--- config.mk ---
export PLATFORM = sky130hd
export DESIGN_NAME = ssp_top
export DESIGN_NICKNAME = d
export VERILOG_FILES = /design/src/ssp_pkg.sv /design/src/ssp_fifo.sv /design/src/ssp_top.sv
export VERILOG_INCLUDE_DIRS = /design/src
export SDC_FILE = /design/constraint.sdc
export NUM_CORES = 1
export LEC_CHECK = 0
export BUFFER_PORTS_ARGS = -buffer_cell sky130_fd_sc_hd__buf_2
export CORE_MARGIN = 10
export CORE_UTILIZATION = 35
export CTS_CLUSTER_SIZE = 20
export DETAILED_ROUTE_END_ITERATION = 8
export GPL_TIMING_DRIVEN = 0
export SETUP_SLACK_MARGIN = 0.02
export SLEW_MARGIN = 20
export SYNTH_ARGS = -nofsm -noshare
export SYNTH_HDL_FRONTEND = slang
export SYNTH_SLANG_ARGS = --single-unit
export TNS_END_PERCENT = 1
--- constraint.sdc ---
create_clock -name CLK_SYS_I -period 4 [get_ports CLK_SYS_I]
set_clock_uncertainty 0.15 [all_clocks]
set_input_delay 0.4 -clock CLK_SYS_I [delete_from_list [all_inputs] [get_ports CLK_SYS_I]]
set_output_delay 0.4 -clock CLK_SYS_I [all_outputs]
set_load 0.05 [all_outputs]
--- src/ssp_params.svh ---
// constants for the clock-stop serial port with pin reuse as general-purpose i/o
// assumes inclusion by the package, the top module and the bench
`ifndef SSP_PARAMS_SVH
`define SSP_PARAMS_SVH
`define SSP_WORD_BITS 8
`define SSP_FIFO_DEPTH 8
`define SSP_DIV_BITS 8
`define SSP_CLK_DIV_RST 8'h01
`define SSP_CSTP_OFF 2'h0
`define SSP_CSTP_NODLY 2'h2
`define SSP_CSTP_HALF 2'h3
`define SSP_DLY_MASTER 2'h1
`define SSP_DLY_SLAVE 2'h0
`define SSP_INIT_BITCLKS 2'h2
`endif

--- src/ssp_pkg.sv ---
// types shared by the serial port top and its bench
// assumes ssp_params.svh is reachable by bare name
`include "ssp_params.svh"
package ssp_pkg;
    typedef logic [`SSP_WORD_BITS-1:0] ssp_word_t;
    // configuration bits, grouped as software would program them
    typedef struct packed {
        logic tx_clock_direction;
        logic tx_sync_direction;
        logic tx_clock_polarity;
        logic tx_sync_polarity;
        logic rx_clock_direction;
        logic rx_sync_direction;
        logic rx_clock_polarity;
        logic rx_sync_polarity;
        logic tx_gpio_enable;
        logic rx_gpio_enable;
        logic out_pin_gpio_value;
        logic [1:0] clock_stop_mode;
        logic gen_clock_source_select;
        logic [`SSP_DIV_BITS-1:0] gen_clock_divide;
        logic frame_sync_source_select;
        logic [1:0] transmit_data_delay;
        logic [1:0] receive_data_delay;
        logic phase_select;
        logic [6:0] frame_length_field;
        logic [7:0] frame_period_field;
        logic [7:0] frame_width_field;
    } ssp_cfg_t;
    // pins read back in general-purpose mode
    typedef struct packed {
        logic tx_clock_pin;
        logic tx_sync_pin;
        logic rx_clock_pin;
        logic rx_sync_pin;
        logic in_pin_gpio_value;
        logic ext_clock_gpio_value;
    } ssp_pin_stat_t;
    typedef enum logic [1:0] {
        SSP_IDLE = 2'b00,
        SSP_SEL = 2'b01,
        SSP_SHIFT = 2'b11,
        SSP_DONE = 2'b10
    } ssp_state_t;
endpackage : ssp_pkg

--- src/ssp_fifo.sv ---
// transmit word buffer, valid/ready on both sides
// assumes one clock and active-low asynchronous reset
`timescale 1ns/1ps
module ssp_fifo #(
    parameter int WIDTH = 8,
    parameter int DEPTH = 8
) (
    // clock and reset
    input wire logic clk_i,
    input wire logic arst_n_i,
    // fill side
    input wire logic in_valid_i,
    output logic in_ready_o,
    input wire logic [WIDTH-1:0] in_data_i,
    // drain side
    output logic out_valid_o,
    input wire logic out_ready_i,
    output logic [WIDTH-1:0] out_data_o
);
    localparam int AW = $clog2(DEPTH);
    logic [WIDTH-1:0] mem_q [DEPTH];
    logic [AW-1:0] wr_q;
    logic [AW-1:0] rd_q;
    logic [AW:0] cnt_q;
    wire push = in_valid_i && in_ready_o;
    wire pop = out_valid_o && out_ready_i;
    assign in_ready_o = (cnt_q != (AW+1)'(DEPTH));
    assign out_valid_o = (cnt_q != '0);
    assign out_data_o = mem_q[rd_q];
    always_ff @(posedge clk_i) begin
        if (push) begin
            mem_q[wr_q] <= in_data_i;
        end
    end
    always_ff @(posedge clk_i or negedge arst_n_i) begin
        if (!arst_n_i) begin
            wr_q <= '0;
            rd_q <= '0;
            cnt_q <= '0;
        end else begin
            if (push) wr_q <= (wr_q == AW'(DEPTH-1)) ? '0 : wr_q + 1'b1;
            if (pop) rd_q <= (rd_q == AW'(DEPTH-1)) ? '0 : rd_q + 1'b1;
            cnt_q <= cnt_q + (AW+1)'(push) - (AW+1)'(pop);
        end
    end
endmodule : ssp_fifo

--- src/ssp_top.sv ---
// clock-stop serial port (spi master or slave) with pin reuse as general-purpose i/o
// assumes pins arrive asynchronously and are synchronised here; software keeps config legal
// Operation
// - master drives shift clock and frame-sync pins when both direction bits are 1
// - master with source select 0 pulses slave select on each buffer-to-shifter copy
// - master asserts slave select low before the first data bit
// - master shift clock comes from rate generator, source select and divide field
// - internal clock runs whenever the generator is out of reset; pin clock is gated off when idle
// - frame period and width fields ignored in clock-stop modes
// - slave takes clock and sync pins as inputs and uses them for receive
// - slave shifts one bit per master clock; select gates first output drive
// - slave oversamples clock and select with the cpu clock directly, not the generator clock
// - side is general-purpose only when its reset is 0 and i/o enable 1
// - gpio clock and sync pins follow direction and polarity bits
// - gpio serial output driven from its bit; serial input readable always
// - external clock pin is a gpio input only with both sides in reset
// - clock-stop uses single-phase frames of one element
// - code 10b starts at first clock edge, 11b at select falling edge; here both modes drive the first bit from select fall
// - slave select toggles for every word
// - receive clock and sync pins carry no spi signals
`timescale 1ns/1ps
`include "ssp_params.svh"
module ssp_top
    import ssp_pkg::*;
#(
    parameter int WORD_BITS = `SSP_WORD_BITS,
    parameter int FIFO_DEPTH = `SSP_FIFO_DEPTH
) (
    // clock and reset
    input wire logic CLK_SYS_I,
    input wire logic ARST_N_I,
    // control bits
    input wire ssp_pkg::ssp_cfg_t CFG_I,
    input wire logic TRANSMITTER_RESET_N_I,
    input wire logic RECEIVER_RESET_N_I,
    input wire logic GENERATOR_RESET_N_I,
    // transmit words
    input wire logic TX_VALID_I,
    output logic TX_READY_O,
    input wire ssp_pkg::ssp_word_t TX_DATA_I,
    // received words
    output logic RX_VALID_O,
    output ssp_pkg::ssp_word_t RX_DATA_O,
    // status
    output ssp_pkg::ssp_pin_stat_t PIN_STAT_O,
    output logic BUSY_O,
    // pins; output enables are low while driving
    input wire logic TX_SHIFT_CLOCK_PIN_I,
    output logic TX_SHIFT_CLOCK_PIN_O,
    output logic TX_SHIFT_CLOCK_PIN_OE_N_O,
    input wire logic TX_FRAME_SYNC_PIN_I,
    output logic TX_FRAME_SYNC_PIN_O,
    output logic TX_FRAME_SYNC_PIN_OE_N_O,
    input wire logic RX_SHIFT_CLOCK_PIN_I,
    output logic RX_SHIFT_CLOCK_PIN_O,
    output logic RX_SHIFT_CLOCK_PIN_OE_N_O,
    input wire logic RX_FRAME_SYNC_PIN_I,
    output logic RX_FRAME_SYNC_PIN_O,
    output logic RX_FRAME_SYNC_PIN_OE_N_O,
    output logic SERIAL_OUT_PIN_O,
    output logic SERIAL_OUT_PIN_OE_N_O,
    input wire logic SERIAL_IN_PIN_I,
    input wire logic EXTERNAL_CLOCK_INPUT_I
);
    import ssp_pkg::*;
    localparam int BW = $clog2(WORD_BITS + 1);
    // two-flop synchronisers for every pin input
    localparam int NS = 6;
    logic [NS-1:0] s1_q;
    logic [NS-1:0] s2_q;
    wire [NS-1:0] pin_raw = {EXTERNAL_CLOCK_INPUT_I, SERIAL_IN_PIN_I, RX_FRAME_SYNC_PIN_I,
                             RX_SHIFT_CLOCK_PIN_I, TX_FRAME_SYNC_PIN_I, TX_SHIFT_CLOCK_PIN_I};
    genvar gi;
    generate
        for (gi = 0; gi < NS; gi++) begin : g_sync
            always_ff @(posedge CLK_SYS_I or negedge ARST_N_I) begin
                if (!ARST_N_I) begin
                    s1_q[gi] <= 1'b0;
                    s2_q[gi] <= 1'b0;
                end else begin
                    s1_q[gi] <= pin_raw[gi];
                    s2_q[gi] <= s1_q[gi];
                end
            end
        end
    endgenerate
    wire sck_in = s2_q[0];
    wire ss_in = s2_q[1];
    wire miso_in = s2_q[4];
    wire ext_clk_in = s2_q[5];
    // mode decode
    wire cstp_on = CFG_I.clock_stop_mode[1];
    wire cstp_half = (CFG_I.clock_stop_mode == `SSP_CSTP_HALF);
    wire is_master = CFG_I.tx_clock_direction && CFG_I.tx_sync_direction;
    wire is_slave = !CFG_I.tx_clock_direction && !CFG_I.tx_sync_direction;
    wire tx_gpio = !TRANSMITTER_RESET_N_I && CFG_I.tx_gpio_enable;
    wire rx_gpio = !RECEIVER_RESET_N_I && CFG_I.rx_gpio_enable;
    wire port_run = TRANSMITTER_RESET_N_I && RECEIVER_RESET_N_I && cstp_on;
    // rate generator; frame period and width never reach it in clock-stop modes
    // as master the divide must be 2 or more: the serial input crosses two flops before sampling
    logic [`SSP_DIV_BITS-1:0] div_q;
    logic gen_tick_q;
    logic ext_clk_d1_q;
    wire ext_rise = ext_clk_in && !ext_clk_d1_q;
    wire src_tick = CFG_I.gen_clock_source_select ? 1'b1 : ext_rise;
    wire div_wrap = (div_q >= CFG_I.gen_clock_divide);
    always_ff @(posedge CLK_SYS_I or negedge ARST_N_I) begin
        if (!ARST_N_I) begin
            div_q <= '0;
            gen_tick_q <= 1'b0;
            ext_clk_d1_q <= 1'b0;
        end else begin
            ext_clk_d1_q <= ext_clk_in;
            gen_tick_q <= GENERATOR_RESET_N_I && src_tick && div_wrap;
            if (!GENERATOR_RESET_N_I || (src_tick && div_wrap)) begin
                div_q <= '0;
            end else if (src_tick) begin
                div_q <= div_q + 1'b1;
            end
        end
    end
    // internal master clock toggles on every generator tick and stops only while the generator is in reset
    logic int_clk_q;
    always_ff @(posedge CLK_SYS_I or negedge ARST_N_I) begin
        if (!ARST_N_I) begin
            int_clk_q <= 1'b0;
        end else if (gen_tick_q) begin
            int_clk_q <= !int_clk_q;
        end
    end
    wire m_lead = gen_tick_q && !int_clk_q;
    wire m_trail = gen_tick_q && int_clk_q;
    // slave edges found on the synchronised pin; reset levels match the synchroniser, so no false edge
    logic sck_d1_q;
    logic ss_d1_q;
    always_ff @(posedge CLK_SYS_I or negedge ARST_N_I) begin
        if (!ARST_N_I) begin
            sck_d1_q <= 1'b0;
            ss_d1_q <= 1'b0;
        end else begin
            sck_d1_q <= sck_in;
            ss_d1_q <= ss_in;
        end
    end
    wire sck_lvl = sck_in ^ CFG_I.tx_clock_polarity;
    wire sck_prev = sck_d1_q ^ CFG_I.tx_clock_polarity;
    wire s_lead = sck_lvl && !sck_prev;
    wire s_trail = !sck_lvl && sck_prev;
    wire ss_fall = !ss_in && ss_d1_q;
    wire lead_e = is_master ? m_lead : s_lead;
    wire trail_e = is_master ? m_trail : s_trail;
    // transmit buffer in the data path
    logic fifo_valid;
    ssp_word_t fifo_data;
    logic load;
    ssp_fifo #(.WIDTH(WORD_BITS), .DEPTH(FIFO_DEPTH)) u_fifo (
        .clk_i(CLK_SYS_I),
        .arst_n_i(ARST_N_I),
        .in_valid_i(TX_VALID_I),
        .in_ready_o(TX_READY_O),
        .in_data_i(TX_DATA_I),
        .out_valid_o(fifo_valid),
        .out_ready_i(load),
        .out_data_o(fifo_data)
    );
    // word sequencer
    ssp_state_t st_q;
    ssp_word_t tsr_q;
    ssp_word_t rsr_q;
    logic [BW-1:0] bits_q;
    logic ss_out_q;
    logic sck_gate_q;
    logic rx_valid_q;
    ssp_word_t rx_data_q;
    wire last_bit = (bits_q == BW'(WORD_BITS - 1));
    // master copies a word when the internal clock is at its idle phase; slave on select fall
    wire m_start = is_master && !CFG_I.frame_sync_source_select && fifo_valid && m_trail;
    wire s_start = is_slave && ss_fall;
    assign load = port_run && (st_q == SSP_IDLE) && (m_start || (s_start && fifo_valid));
    wire start = port_run && (st_q == SSP_IDLE) && (m_start || s_start);
    // mode 11b shifts first at a leading edge, mode 10b first samples then drives
    wire smp_e = cstp_half ? trail_e : lead_e;
    wire drv_e = cstp_half ? lead_e : trail_e;
    always_ff @(posedge CLK_SYS_I or negedge ARST_N_I) begin
        if (!ARST_N_I) begin
            st_q <= SSP_IDLE;
            tsr_q <= '0;
            rsr_q <= '0;
            bits_q <= '0;
            ss_out_q <= 1'b1;
            sck_gate_q <= 1'b0;
            rx_valid_q <= 1'b0;
            rx_data_q <= '0;
        end else begin
            rx_valid_q <= 1'b0;
            case (st_q)
                SSP_IDLE: begin
                    sck_gate_q <= 1'b0;
                    if (start) begin
                        tsr_q <= load ? fifo_data : '0;
                        bits_q <= '0;
                        ss_out_q <= 1'b0;
                        st_q <= is_master ? SSP_SEL : SSP_SHIFT;
                    end
                end
                SSP_SEL: begin
                    // one idle internal clock period with select low before any clock or data edge
                    if (m_trail) begin
                        sck_gate_q <= 1'b1;
                        st_q <= SSP_SHIFT;
                    end
                end
                SSP_SHIFT: begin
                    if (!port_run || (is_slave && ss_in)) begin
                        st_q <= SSP_DONE;
                    end else if (smp_e) begin
                        rsr_q <= {rsr_q[WORD_BITS-2:0], is_master ? miso_in : s2_q[4]};
                        if (last_bit) begin
                            rx_data_q <= {rsr_q[WORD_BITS-2:0], miso_in};
                            rx_valid_q <= 1'b1;
                            st_q <= SSP_DONE;
                            // 11b ends on a trailing edge; stop the pin clock here, not one lead later
                            if (cstp_half) sck_gate_q <= 1'b0;
                        end else begin
                            bits_q <= bits_q + 1'b1;
                        end
                    end else if (drv_e && bits_q != '0) begin
                        tsr_q <= {tsr_q[WORD_BITS-2:0], 1'b0};
                    end
                end
                SSP_DONE: begin
                    // gate the pin clock off and release select at the idle phase
                    if (!is_master || m_trail) begin
                        sck_gate_q <= 1'b0;
                        ss_out_q <= 1'b1;
                        st_q <= SSP_IDLE;
                    end
                end
                default: st_q <= SSP_IDLE;
            endcase
        end
    end
    // pin drivers
    wire spi_clk_pin = (sck_gate_q ? int_clk_q : 1'b0) ^ CFG_I.tx_clock_polarity;
    wire tx_out_en = tx_gpio ? 1'b1 : (port_run && (is_master || !ss_in));
    assign TX_SHIFT_CLOCK_PIN_O = tx_gpio ? CFG_I.tx_clock_polarity : spi_clk_pin;
    assign TX_SHIFT_CLOCK_PIN_OE_N_O = !CFG_I.tx_clock_direction;
    assign TX_FRAME_SYNC_PIN_O = tx_gpio ? CFG_I.tx_sync_polarity : ss_out_q;
    assign TX_FRAME_SYNC_PIN_OE_N_O = !CFG_I.tx_sync_direction;
    assign RX_SHIFT_CLOCK_PIN_O = CFG_I.rx_clock_polarity;
    assign RX_SHIFT_CLOCK_PIN_OE_N_O = !(rx_gpio && CFG_I.rx_clock_direction);
    assign RX_FRAME_SYNC_PIN_O = CFG_I.rx_sync_polarity;
    assign RX_FRAME_SYNC_PIN_OE_N_O = !(rx_gpio && CFG_I.rx_sync_direction);
    assign SERIAL_OUT_PIN_O = tx_gpio ? CFG_I.out_pin_gpio_value : tsr_q[WORD_BITS-1];
    assign SERIAL_OUT_PIN_OE_N_O = !tx_out_en;
    assign RX_VALID_O = rx_valid_q;
    assign RX_DATA_O = rx_data_q;
    assign BUSY_O = (st_q != SSP_IDLE);
    assign PIN_STAT_O.tx_clock_pin = s2_q[0];
    assign PIN_STAT_O.tx_sync_pin = s2_q[1];
    assign PIN_STAT_O.rx_clock_pin = s2_q[2];
    assign PIN_STAT_O.rx_sync_pin = s2_q[3];
    assign PIN_STAT_O.in_pin_gpio_value = s2_q[4];
    assign PIN_STAT_O.ext_clock_gpio_value = tx_gpio && rx_gpio ? ext_clk_in : 1'b0;
endmodule : ssp_top

## After elaboration in Yosys (flattened, before gate mapping)

Memories as Yosys holds them, arrays and structs flattened.
Cells that the tools add are included.
W data, S select, Z words.

| cells by class | value |
|---|---|
| add/subtract/negate cells | 6 |
| multipliers | 0 |
| divide/modulo/power cells | 0 |
| $lt $le $gt $ge | 1 |
| equality and inequality tests | 20 |
| shift operators | 0 |
| multiplexer cells | 50 |
| bitwise gates (word level) | 4 |
| reduce and logical (&&, ||, !) cells | 67 |

Operators by type and width:

| cell | count |
|---|---|
| $mux W8 | 7 |
| $logic_and A1 B1 Y1 | 31 |
| $mux W1 | 25 |
| $ne A2 B2 Y1 const B | 10 |
| $logic_not A1 Y1 | 16 |
| $mux W4 | 4 |
| $pmux W8 S2 | 1 |
| $reduce_and A5 Y1 | 3 |
| $mux W2 | 7 |
| $add A8 B1 Y8 const B | 1 |
| $ge A8 B8 Y1 | 1 |
| $pmux W2 S4 | 1 |
| $pmux W4 S2 | 1 |
| $reduce_bool A2 Y1 | 4 |
| $reduce_bool A4 Y1 | 2 |
| $add A3 B1 Y3 const B | 2 |
| $eq A2 B2 Y1 const B | 3 |
| $eq A3 B3 Y1 const B | 2 |
| $logic_or A1 B1 Y1 | 6 |
| $mux W3 | 2 |
| $ne A3 B3 Y1 const B | 2 |
| $reduce_and A3 Y1 | 2 |
| $reduce_and A6 Y1 | 1 |
| $add A4 B1 Y4 | 1 |
| 11 further kinds | 13 |

| storage, ports and cells | value |
|---|---|
| bits in registers | 67 |
| latch bits | 0 |
| RAM bits | 64 |
| ROM bits | 0 |
| input bits | 71 |
| output and inout bits | 27 |
| logic and storage cells | 178 |
| memories | 1 |

Memories:

| memory | words | width | read ports | clocked after memory_dff | write ports | line | RTL |
|---|---|---|---|---|---|---|---|
| u_fifo.mem_q | 8 | 8 | 1 | 0 | 1 | ssp_fifo.sv:21 | `logic [WIDTH-1:0] mem_q [DEPTH];` |

## Longest topological paths before layout

Gate-level depths: netlist of run 1.

| logic depth | value |
|---|---|
| word-level depth | 10 |
| mapped depth | 13 |
| gate-level depth less buffers | 12 |

## Modules after synthesis

From an unflattened synthesis of run 1, not the netlist that was laid out.

| second synthesis, totals | value |
|---|---|
| cell total of the unflattened synthesis | 422 |
| area total of the unflattened synthesis | 6069.6 um2 |

By module, submodules not included:

| module | times used | cells each | area an instance (um2) | sequential area each (um2) |
|---|---|---|---|---|
| ssp_fifo | 1 | 149 | 3091.7 | 2172.1 |
| ssp_top | 1 | 273 | 2977.9 | 1427.6 |

## Worst setup path after synthesis of run 1

OpenSTA, ideal clock, no wires.

| path | value |
|---|---|
| path type | register to register |
| from | register st_q[0] |
| to | register u_fifo.cnt_q[2] |
| setup time | 0.123 ns |
| arrival | 2.587 ns |
| data required time | 3.727 ns |
| path slack | 1.140 ns |
| stages on the path, launching flop included | 14 |
| path buffers | 2 |
| period minus slack after synthesis | 2.860 ns |
| cells stage by stage | dfrtp_1 clkbuf_1 nor2_1 inv_1 nor3_1 o21ai_0 clkbuf_1 inv_1 ha_1 inv_1 ha_1 inv_1 fa_1 xnor2_1 |

| on the way | value |
|---|---|
| cells in the longest elaborated chain, start to end | 5 |

Ends and longest elaborated chain:

| what | line | RTL |
|---|---|---|
| start: declaration | ssp_top.sv:167 | `ssp_state_t st_q;` |
| start signal: assignment | ssp_top.sv:203 | `st_q <= is_master ? SSP_SEL : SSP_SHIFT;` |
| $logic_not A2 Y1 | ssp_top.sv:179 | `assign load = port_run && (st_q == SSP_IDLE) && (m_start \|\| (s_start && fifo_valid));` |
| $logic_and A1 B1 Y1 (2 in a row) | ssp_top.sv:179 |  |
| $logic_and A1 B1 Y1 | ssp_fifo.sv:26 | `wire pop = out_valid_o && out_ready_i;` |
| named net u_fifo.pop | ssp_fifo.sv:26 |  |
| $sub A4 B1 Y4 | ssp_fifo.sv:43 | `cnt_q <= cnt_q + (AW+1)'(push) - (AW+1)'(pop);` |
| end signal: assignment | ssp_fifo.sv:43 |  |
| end: declaration | ssp_fifo.sv:24 | `logic [AW:0] cnt_q;` |

The timed path passes the listed nets, and every way through them passes these cells.
A chain may end at the register's enable or synchronous reset.

## Final worst setup path of run 1

| path | value |
|---|---|
| from | register u_fifo.cnt_q[2] |
| to | register u_fifo.cnt_q[2] |

| on the way | value |
|---|---|
| cells in the longest elaborated chain, start to end | 7 |
| elaborated cells between the ends (all ways) | 11 |
| those cells by class | add/sub: 2; eq/ne: 1; reduce/logical: 8 |

Ends and longest elaborated chain:

| what | line | RTL |
|---|---|---|
| $reduce_bool A4 Y1 * | ssp_fifo.sv:28 | `assign out_valid_o = (cnt_q != '0);` |
| $logic_and A1 B1 Y1 (2 in a row) | ssp_top.sv:177 | `wire m_start = is_master && !CFG_I.frame_sync_source_select && fifo_valid && m_trail;` |
| $logic_or A1 B1 Y1 | ssp_top.sv:179 |  |
| $logic_and A1 B1 Y1 | ssp_top.sv:179 |  |
| $logic_and A1 B1 Y1 * | ssp_fifo.sv:26 |  |
| named net u_fifo.pop | ssp_fifo.sv:26 |  |
| $sub A4 B1 Y4 * | ssp_fifo.sv:43 |  |

The timed path passes the listed nets; every way through them passes the cells marked *.

==> flow_summary.rst, run 1 <==
.. list-table::
   :header-rows: 1

   * - Metric
     - Value
   * - Chip Width
     - 149 um
   * - Deepest level of the CTS H-tree
     - 4
   * - Total Routed Length
     - 11800 um
   * - Clock latency on the worst-skew pair
     - 0.41 ns
   * - Dominant cell type by area after synthesis
     - edfxtp_1
   * - Maximum operating frequency
     - about 310 MHz
   * - Effective utilization at floorplan
     - 35.4%
   * - Share of synthesized cell area in full adder, half adder and majority cells
     - 4.87%
   * - Number of max-cap violations
     - 0
   * - Lkg Pwr
     - 3.06 nW
   * - Count of buffers added by post-CTS timing repair for setup
     - 0
   * - Final net count
     - 605
   * - Antenna Cells
     - 0
   * - Quantity of gates resized following cts
     - 0
   * - Post-route antenna net violation count
     - 0
   * - Startpoint of the worst-slack reg-to-reg timing path
     - u_fifo.cnt_q[2]
   * - Run status
     - finished clean
   * - Area of the core
     - 16400 um^2
   * - Unrepaired setup endpoints after global routing
     - no
   * - Total die area
     - 22100 um^2
   * - Tightest Pin Transition
     - 0.931 ns
   * - Cell total after placement
     - 706
   * - Slew Viols, Final
     - 0
   * - Crit share post-route
     - 79.4%
   * - DPL Wire Length
     - 8540 um
   * - Number of antenna violations at the first check in global routing
     - 0
   * - Ys async rst share
     - 51.1%
   * - Filler instances
     - 1489
   * - Mean cell area of the mapped netlist
     - 14.0 um^2
   * - Synth Cell Area
     - 5800 um^2
   * - CTS sink count
     - 131
   * - Final hold violation count
     - 0
   * - CP arrival
     - 3.32 ns
   * - Critical-path maximum fanout
     - 10
   * - Most repeated cell in the gate-level netlist after synthesis
     - dfrtp_1
   * - Synthesized-area fraction occupied by ao, oa, aoi and oai cells
     - under 10%
   * - Power density normalized to cell area
     - between 500 and 600 nW/um^2
   * - Largest net degree at the start of global routing
     - 52
   * - Number of clock buffers inserted by TritonCTS
     - 17
   * - Number of synthesized flops with an enable pin
     - between 60 and 70
   * - Data required time of the critical path
     - 4.15 ns
   * - Gp weighted congestion
     - 0.807
   * - CTS tree
     - yes
   * - Fraction of final layout cells with drive strength greater than 1
     - 31.2%
   * - Count of vias placed by the detailed router
     - between 3000 and 4000
   * - Share of synthesized area spent on multiplexers
     - 13.1%
   * - Number of library cell types mapped by synthesis
     - 49
   * - Endpoint of the worst setup timing path
     - u_fifo.cnt_q[2]
   * - CP Class
     - reg -> reg
   * - Combinational family with the most area after synthesis
     - multiplexers
   * - Synth warn
     - 0
   * - Worst max-slew margin expressed relative to the limit
     - 37.7%
   * - Via density
     - roughly 4.8
   * - Wire length per cell after detailed routing
     - 15.9 um
   * - Register area share after synthesis
     - roughly 62%
   * - Number of buffers added to fix hold violations after cts
     - 7
   * - Final setup viols
     - 0
   * - Simple logic cell fraction of the synthesized area
     - 8.76%
   * - Count of state elements after synthesis
     - around 130
   * - Clock tree root driver cell
     - clkbuf_16
   * - Syn_nets
     - 506
   * - CP Capture Type
     - flop
   * - Most common library cells after synthesis
     - dfrtp_1 (66), edfxtp_1 (64), nand2_1 (32)
   * - Post-route DRC violation count
     - 0
   * - Maximum ir drop on the vdd rail
     - 323 uV
   * - Synth Flop Type
     - dfrtp_1
   * - Number of detailed-route iterations in the first pass
     - 5
   * - Total negative setup slack
     - 0 ns
   * - Wire length of the first global-routing pass
     - 19500 um
   * - Total global routing track utilization
     - 11.2%
   * - Clock-pin slew of the registers on the worst-case setup and hold paths
     - approximately 0.06 ns
   * - Classification of the worst-slack hold path
     - in -> reg
   * - Number of cells on the worst reg-to-reg path
     - 13
   * - Number of design-rule violations left by the first detailed-router iteration
     - 229
   * - Post-synthesis cell count
     - 413
   * - Remaining global-route overflow
     - 0
   * - Startpoint class of the critical path
     - flop
   * - Area share of the largest cell type after synthesis
     - ~33%
   * - Via count of the first global-routing pass
     - 3840
   * - Worst reg2reg path endpoint
     - u_fifo.cnt_q[2]
   * - Number of buffer cells added on primary ports
     - 67
   * - Number of top-level pins
     - 98
   * - Area added between synthesis and finish
     - 23.4%
   * - Number of buffers between clock root and the deepest sink
     - 2
   * - Worst R2R Setup Slack
     - approximately 0.83 ns
   * - Xor/xnor cell area share of the yosys netlist
     - 1.81%
   * - Die Ht
     - ~150 um
   * - Layout Cells excl Fill
     - 745
   * - Origin of the worst setup path
     - u_fifo.cnt_q[2]
   * - Period minus WS final
     - about 3.2 ns
   * - Main area contributors after synthesis
     - edfxtp_1 (33%), dfrtp_1 (28%), mux4_2 (6.2%)
   * - Row cnt
     - 47
[worst max-delay path, cell delays in order (launching register included)]
cell and delay, ns:
dfrtp_1 0.35, inv_1 0.10, ha_1 0.16, nor3b_1 0.42, nor3_1 0.09, o21ai_0 0.25
clkbuf_1 0.37, inv_1 0.08, ha_1 0.29, inv_1 0.05, ha_1 0.16, inv_1 0.06
fa_1 0.38, xnor2_1 0.14
[cell families after synthesis]
group,after synthesis
AND/OR/NAND/NOR,103
multiplexers,50
XOR/XNOR,12
buffers and inverters,42
flip-flops,131
AO/OA/AOI/OAI,53
adder cells (fa/ha/maj),22
[worst min-delay path by stage]
stage	endpoint	cells after the start	from
4_1_cts	u_fifo.mem_q[4][4]	1	TX_DATA_I[4]
6_report	u_fifo.mem_q[5][3]	1	TX_DATA_I[3]
3_5_place_dp	div_q[7]	1	ARST_N_I
5_1_grt	u_fifo.mem_q[5][4]	1	TX_DATA_I[4]
3_3_place_gp	miso_in	0	s1_q[4]
2_1_floorplan	PIN_STAT_O[2]	0	ARST_N_I
[registers in the layout (all words and copies together) (netlist names), 4 cells and up]
name          flops
bits_q            4
RX_DATA_O         8
rsr_q             7
tsr_q             8
u_fifo.mem_q     64
s1_q              6
div_q             8
u_fifo.cnt_q      4
[metal layers]
metal | track usage [%] | share of wire [%] | vias up
met5 | 0 | 0 | -
met4 | 4.22 | 1.3 | 0
met3 | 3.79 | 5.7 | 15
met2 | 18.3 | 50 | 90
met1 | 13.3 | 43 | 1790
li1 | - | - | 1707
[cell type report]
| class | instances | area, um^2 | area share (%) |
|---|---|---|---|
| flip-flops and latches | 131 | 3600 | 50.3 |
| inverters | 28 | 105 | 1.47 |
| clock inverters | 15 | 158 | 2.20 |
| clock buffers | 17 | 425 | 5.94 |
| plain buffers | 14 | 73.8 | 1.03 |
| repair buffers | 80 | 473 | 6.61 |
| multi-input cells | 240 | 2050 | 28.6 |
| well taps | 220 | 275 | 3.85 |
[power breakdown]
part           switching (mW)  internal, mW  total, mW  leakage, nW
Combinational           0.382         0.266      0.648         1.34
Clock                   0.587         0.919       1.51        0.266
Sequential             0.0868          1.58       1.67         1.46
Total                    1.06          2.77       3.82         3.06
[through the flow]
| stage | util (%) | area, um^2 | hold slack (ns) | setup WS (ns) | total power [mW] |
|---|---|---|---|---|---|
| after floorplan | - | 5800 | -0.0456 | 1.14 | 2.11 |
| after global placement | 39.1 | 6410 | 0.184 | 0.862 | 2.27 |
| after detailed placement | 39.6 | 6500 | 0.140 | 0.797 | 2.34 |
| after CTS | 43.6 | 7160 | 0.0876 | 0.821 | 3.87 |
| after global routing | 43.6 | 7160 | 0.108 | 0.612 | 4.01 |
| final | 43.6 | 7160 | 0.107 | 0.825 | 3.82 |
[cells in the final DEF, fill, tap and decap left out, types with 4 or more instances in the layout]
| cell type | instances |
|---|---|
| a21o_1 | 8 |
| a21oi_1 | 7 |
| buf_2 | 68 |
| buf_4 | 11 |
| clkbuf_1 | 5 |
| clkbuf_16 | 17 |
| clkinvlp_4 | 6 |
| dfrtp_1 | 66 |
| dlygate4sd3_1 | 7 |
| edfxtp_1 | 64 |
| ha_1 | 21 |
| inv_1 | 28 |
| mux2_2 | 19 |
| mux2_4 | 7 |
| mux2i_1 | 8 |
| mux4_2 | 16 |
| nand2_1 | 32 |
| nand2b_1 | 6 |
| nand3_1 | 12 |
| nor2_1 | 18 |
| nor2b_1 | 4 |
| nor3_1 | 9 |
| nor3_2 | 4 |
| o21ai_0 | 20 |
| xnor2_1 | 6 |
| xor2_1 | 6 |
(Power assumes the default switching activity.)
==> run 2: changes to the inputs <==
- clock period: 4 -> 2.55 ns (I/O delays scaled with it)
==> run 2 against run 1 <==
  * Via count fell by 0.19%
  * Routed wire length rose by 1.5%
  * Non-clock buffer count rose by 14
  * Clock power rose by 60%
  * Sequential cell count did not move
  * Worst setup slack got worse by 0.71 ns
  * Utilization rose by 1.8 points
  * Power rose by 64%
  * Critical path type unchanged
  * Critical endpoint is now u_fifo.cnt_q[1]
==> flow_summary.rst, run 2 (synthesis gave the netlist of run 1 again) <==
.. list-table::
   :header-rows: 1

   * - Metric
     - Value
   * - Run status
     - finished clean
   * - Maximum operating frequency
     - roughly 410 MHz
   * - Row cnt
     - between 40 and 50
   * - Number of detailed-route iterations in the first pass
     - 4
   * - Wire length of the first global-routing pass
     - a little under 20000 um
   * - Count of vias placed by the detailed router
     - 3595
   * - CP bufs+invs
     - 6
   * - CP Capture Type
     - flop
   * - Via count of the first global-routing pass
     - between 3000 and 4000
   * - Number of buffers between clock root and the deepest sink
     - 2
   * - Post-route DRC violation count
     - 0
   * - Unrepaired setup endpoints after global routing
     - yes
   * - Tightest Pin Transition
     - 0.785 ns
   * - Dpl cell area
     - ~6500 um^2
   * - Post-route antenna net violation count
     - 0
   * - Design Area, Final
     - between 7000 and 8000 um^2
   * - Critical-path maximum fanout
     - 5
   * - Effective utilization at floorplan
     - 35.4%
   * - CTS tree
     - yes
   * - Via density
     - around 4.7
   * - Antenna Cells
     - 0
   * - Chip Width
     - 149 um
   * - Number of cells on the worst reg-to-reg path
     - 13
   * - Number of clock buffers inserted by TritonCTS
     - 17
   * - Number of buffer cells added on primary ports
     - 67
   * - Data required time of the critical path
     - 2.71 ns
   * - Period minus WS final
     - 2.44 ns
   * - Clock-pin slew of the registers on the worst-case setup and hold paths
     - 0.06 ns
   * - CP Depth
     - 13
   * - Total Routed Length
     - 12000 um
   * - Wire length per cell after detailed routing
     - around 16 um
   * - Startpoint class of the critical path
     - flop
   * - Crit share post-route
     - 95.6%
   * - WHS
     - between 0.1 and 0.15 ns
   * - Die Ht
     - 149 um
   * - Lkg Pwr
     - about 3.2 nW
   * - Classification of the worst-slack hold path
     - in -> async
   * - Clock latency on the worst-skew pair
     - 0.42 ns
   * - Fraction of final layout cells with drive strength greater than 1
     - between 30% and 40%
   * - Number of antenna violations at the first check in global routing
     - 0
   * - Largest net degree at the start of global routing
     - 53
   * - Area added between synthesis and finish
     - 28.5%
   * - Remaining global-route overflow
     - 0
   * - Cell total after placement
     - 704
   * - CP Class
     - reg -> reg
   * - Number of top-level pins
     - between 90 and 100
   * - Maximum ir drop on the vdd rail
     - 489 uV
   * - Gp weighted congestion
     - approximately 0.8
   * - Deepest level of the CTS H-tree
     - 4
   * - Worst path top cell family by delay
     - adder cells
   * - Master of the slowest instance on the critical path
     - fa_2
   * - Slew Viols, Final
     - 0
   * - Final net count
     - slightly above 600
   * - Register bank with the most flops
     - u_fifo.mem_q
   * - Worst max-slew margin expressed relative to the limit
     - around 47%
   * - Total global routing track utilization
     - between 10% and 20%
   * - Total die area
     - 22100 um^2
   * - Power density normalized to cell area
     - 839 nW/um^2
   * - Final setup margin
     - ~0.11 ns
   * - CTS sink count
     - 131
   * - CP arrival
     - 2.60 ns
   * - Worst setup timing slack at the placement stage
     - -0.536 ns
   * - Util after Layout
     - 45.4%
   * - Area of the core
     - ~16000 um^2
   * - Number of design-rule violations left by the first detailed-router iteration
     - 165
   * - Crit path top cell by count
     - inv_2
   * - Layout Cells excl Fill
     - 759
   * - Number of max-cap violations
     - 0
   * - DPL Wire Length
     - 8420 um
   * - Top library cells by usage in the layout, fill and taps aside
     - dfrtp_1 (66), buf_2 (66), edfxtp_1 (64), nand2_1 (31), inv_1 (22)
   * - Flip-flop count of the largest register, all copies and words added
     - 64
   * - Largest incremental delay on the critical path
     - 0.52 ns
   * - Clock tree root driver cell
     - clkbuf_16
   * - Worst path cell trace
     - inv_1 > ha_2 > nor3b_4 > nor3_2 > o21ai_2 > buf_6 > inv_4 > ha_4 > inv_2 > ha_4 > inv_2 > fa_2 > inv_2
   * - Final setup viols
     - 0
   * - Final hold violation count
     - 0
[run 2: cell types whose count changed in the layout (fill, tap and decap cells not counted), sizes merged]
| cell | delta |
|---|---|
| dlygate4sd3 | +9 |
| buf | +5 |
| clkinvlp | -4 |
| clkbuf | +3 |
| clkinv | +1 |
[run 2: cell type report]
class / instances / area, um^2
Timing Repair Buffer: 94 / 613
Clock inverter: 12 / 128
Buffer: 14 / 88.8
Multi-Input combinational cell: 240 / 2180
Clock buffer: 20 / 467
Sequential cell: 131 / 3600
Tap cell: 220 / 275
Fill cell: 1467 / 8950
Inverter: 28 / 108
[run 2: path summary, 6_finish.rpt]
path                                  from               to  slack [ns]
max                        u_fifo.cnt_q[3]  u_fifo.cnt_q[1]        0.11
min                               ARST_N_I         div_q[6]        0.11
max reg2reg                u_fifo.cnt_q[3]  u_fifo.cnt_q[1]        0.11
min reg2reg                        s1_q[4]          miso_in        0.20
max in group asynchronous         ARST_N_I         ss_out_q        1.58
min in group CLK_SYS_I          TX_VALID_I   u_fifo.wr_q[1]        0.15
[run 2: stage by stage]
| stage | setup TNS (ns) | total power [mW] |
|---|---|---|
| 6_report | 0 | 6.25 |
| 5_1_grt | -0.0233 | 6.56 |
| 4_1_cts | -0.0733 | 6.17 |
| 3_5_place_dp | -2.85 | 3.68 |
| 3_3_place_gp | -7.61 | 3.57 |
| 2_1_floorplan | -0.565 | 3.31 |
[run 2: worst reg2reg max path: stages, from the launching register on]
cell and delay, ns:
dfrtp_1 0.34, inv_1 0.05, ha_2 0.15, nor3b_4 0.15, nor3_2 0.21, o21ai_2 0.13, buf_6 0.15, inv_4 0.05
ha_4 0.19, inv_2 0.06, ha_4 0.13, inv_2 0.03, fa_2 0.52, inv_2 0.03
[run 2: per-layer routing]
metal | track usage, % | vias up | share of wire [%]
met5 | 0 | - | 0
met4 | 4.07 | 0 | 1.0
met3 | 3.79 | 11 | 5.3
met2 | 19.1 | 78 | 50
met1 | 13.3 | 1778 | 44
li1 | - | 1728 | -
[run 2: timing repair]
action,4_1_cts,5_1_grt
buffers inserted,2,5
setup endpoints to repair,34,35
resized for setup,16,22
endpoints found under the hold margin,140,0
hold buffers,16,0
pin swaps,0,4
[run 2: power by group]
| part | internal (mW) | switching, mW |
|---|---|---|
| registers | 2.48 | 0.160 |
| logic | 0.523 | 0.673 |
| clock network | 1.52 | 0.898 |
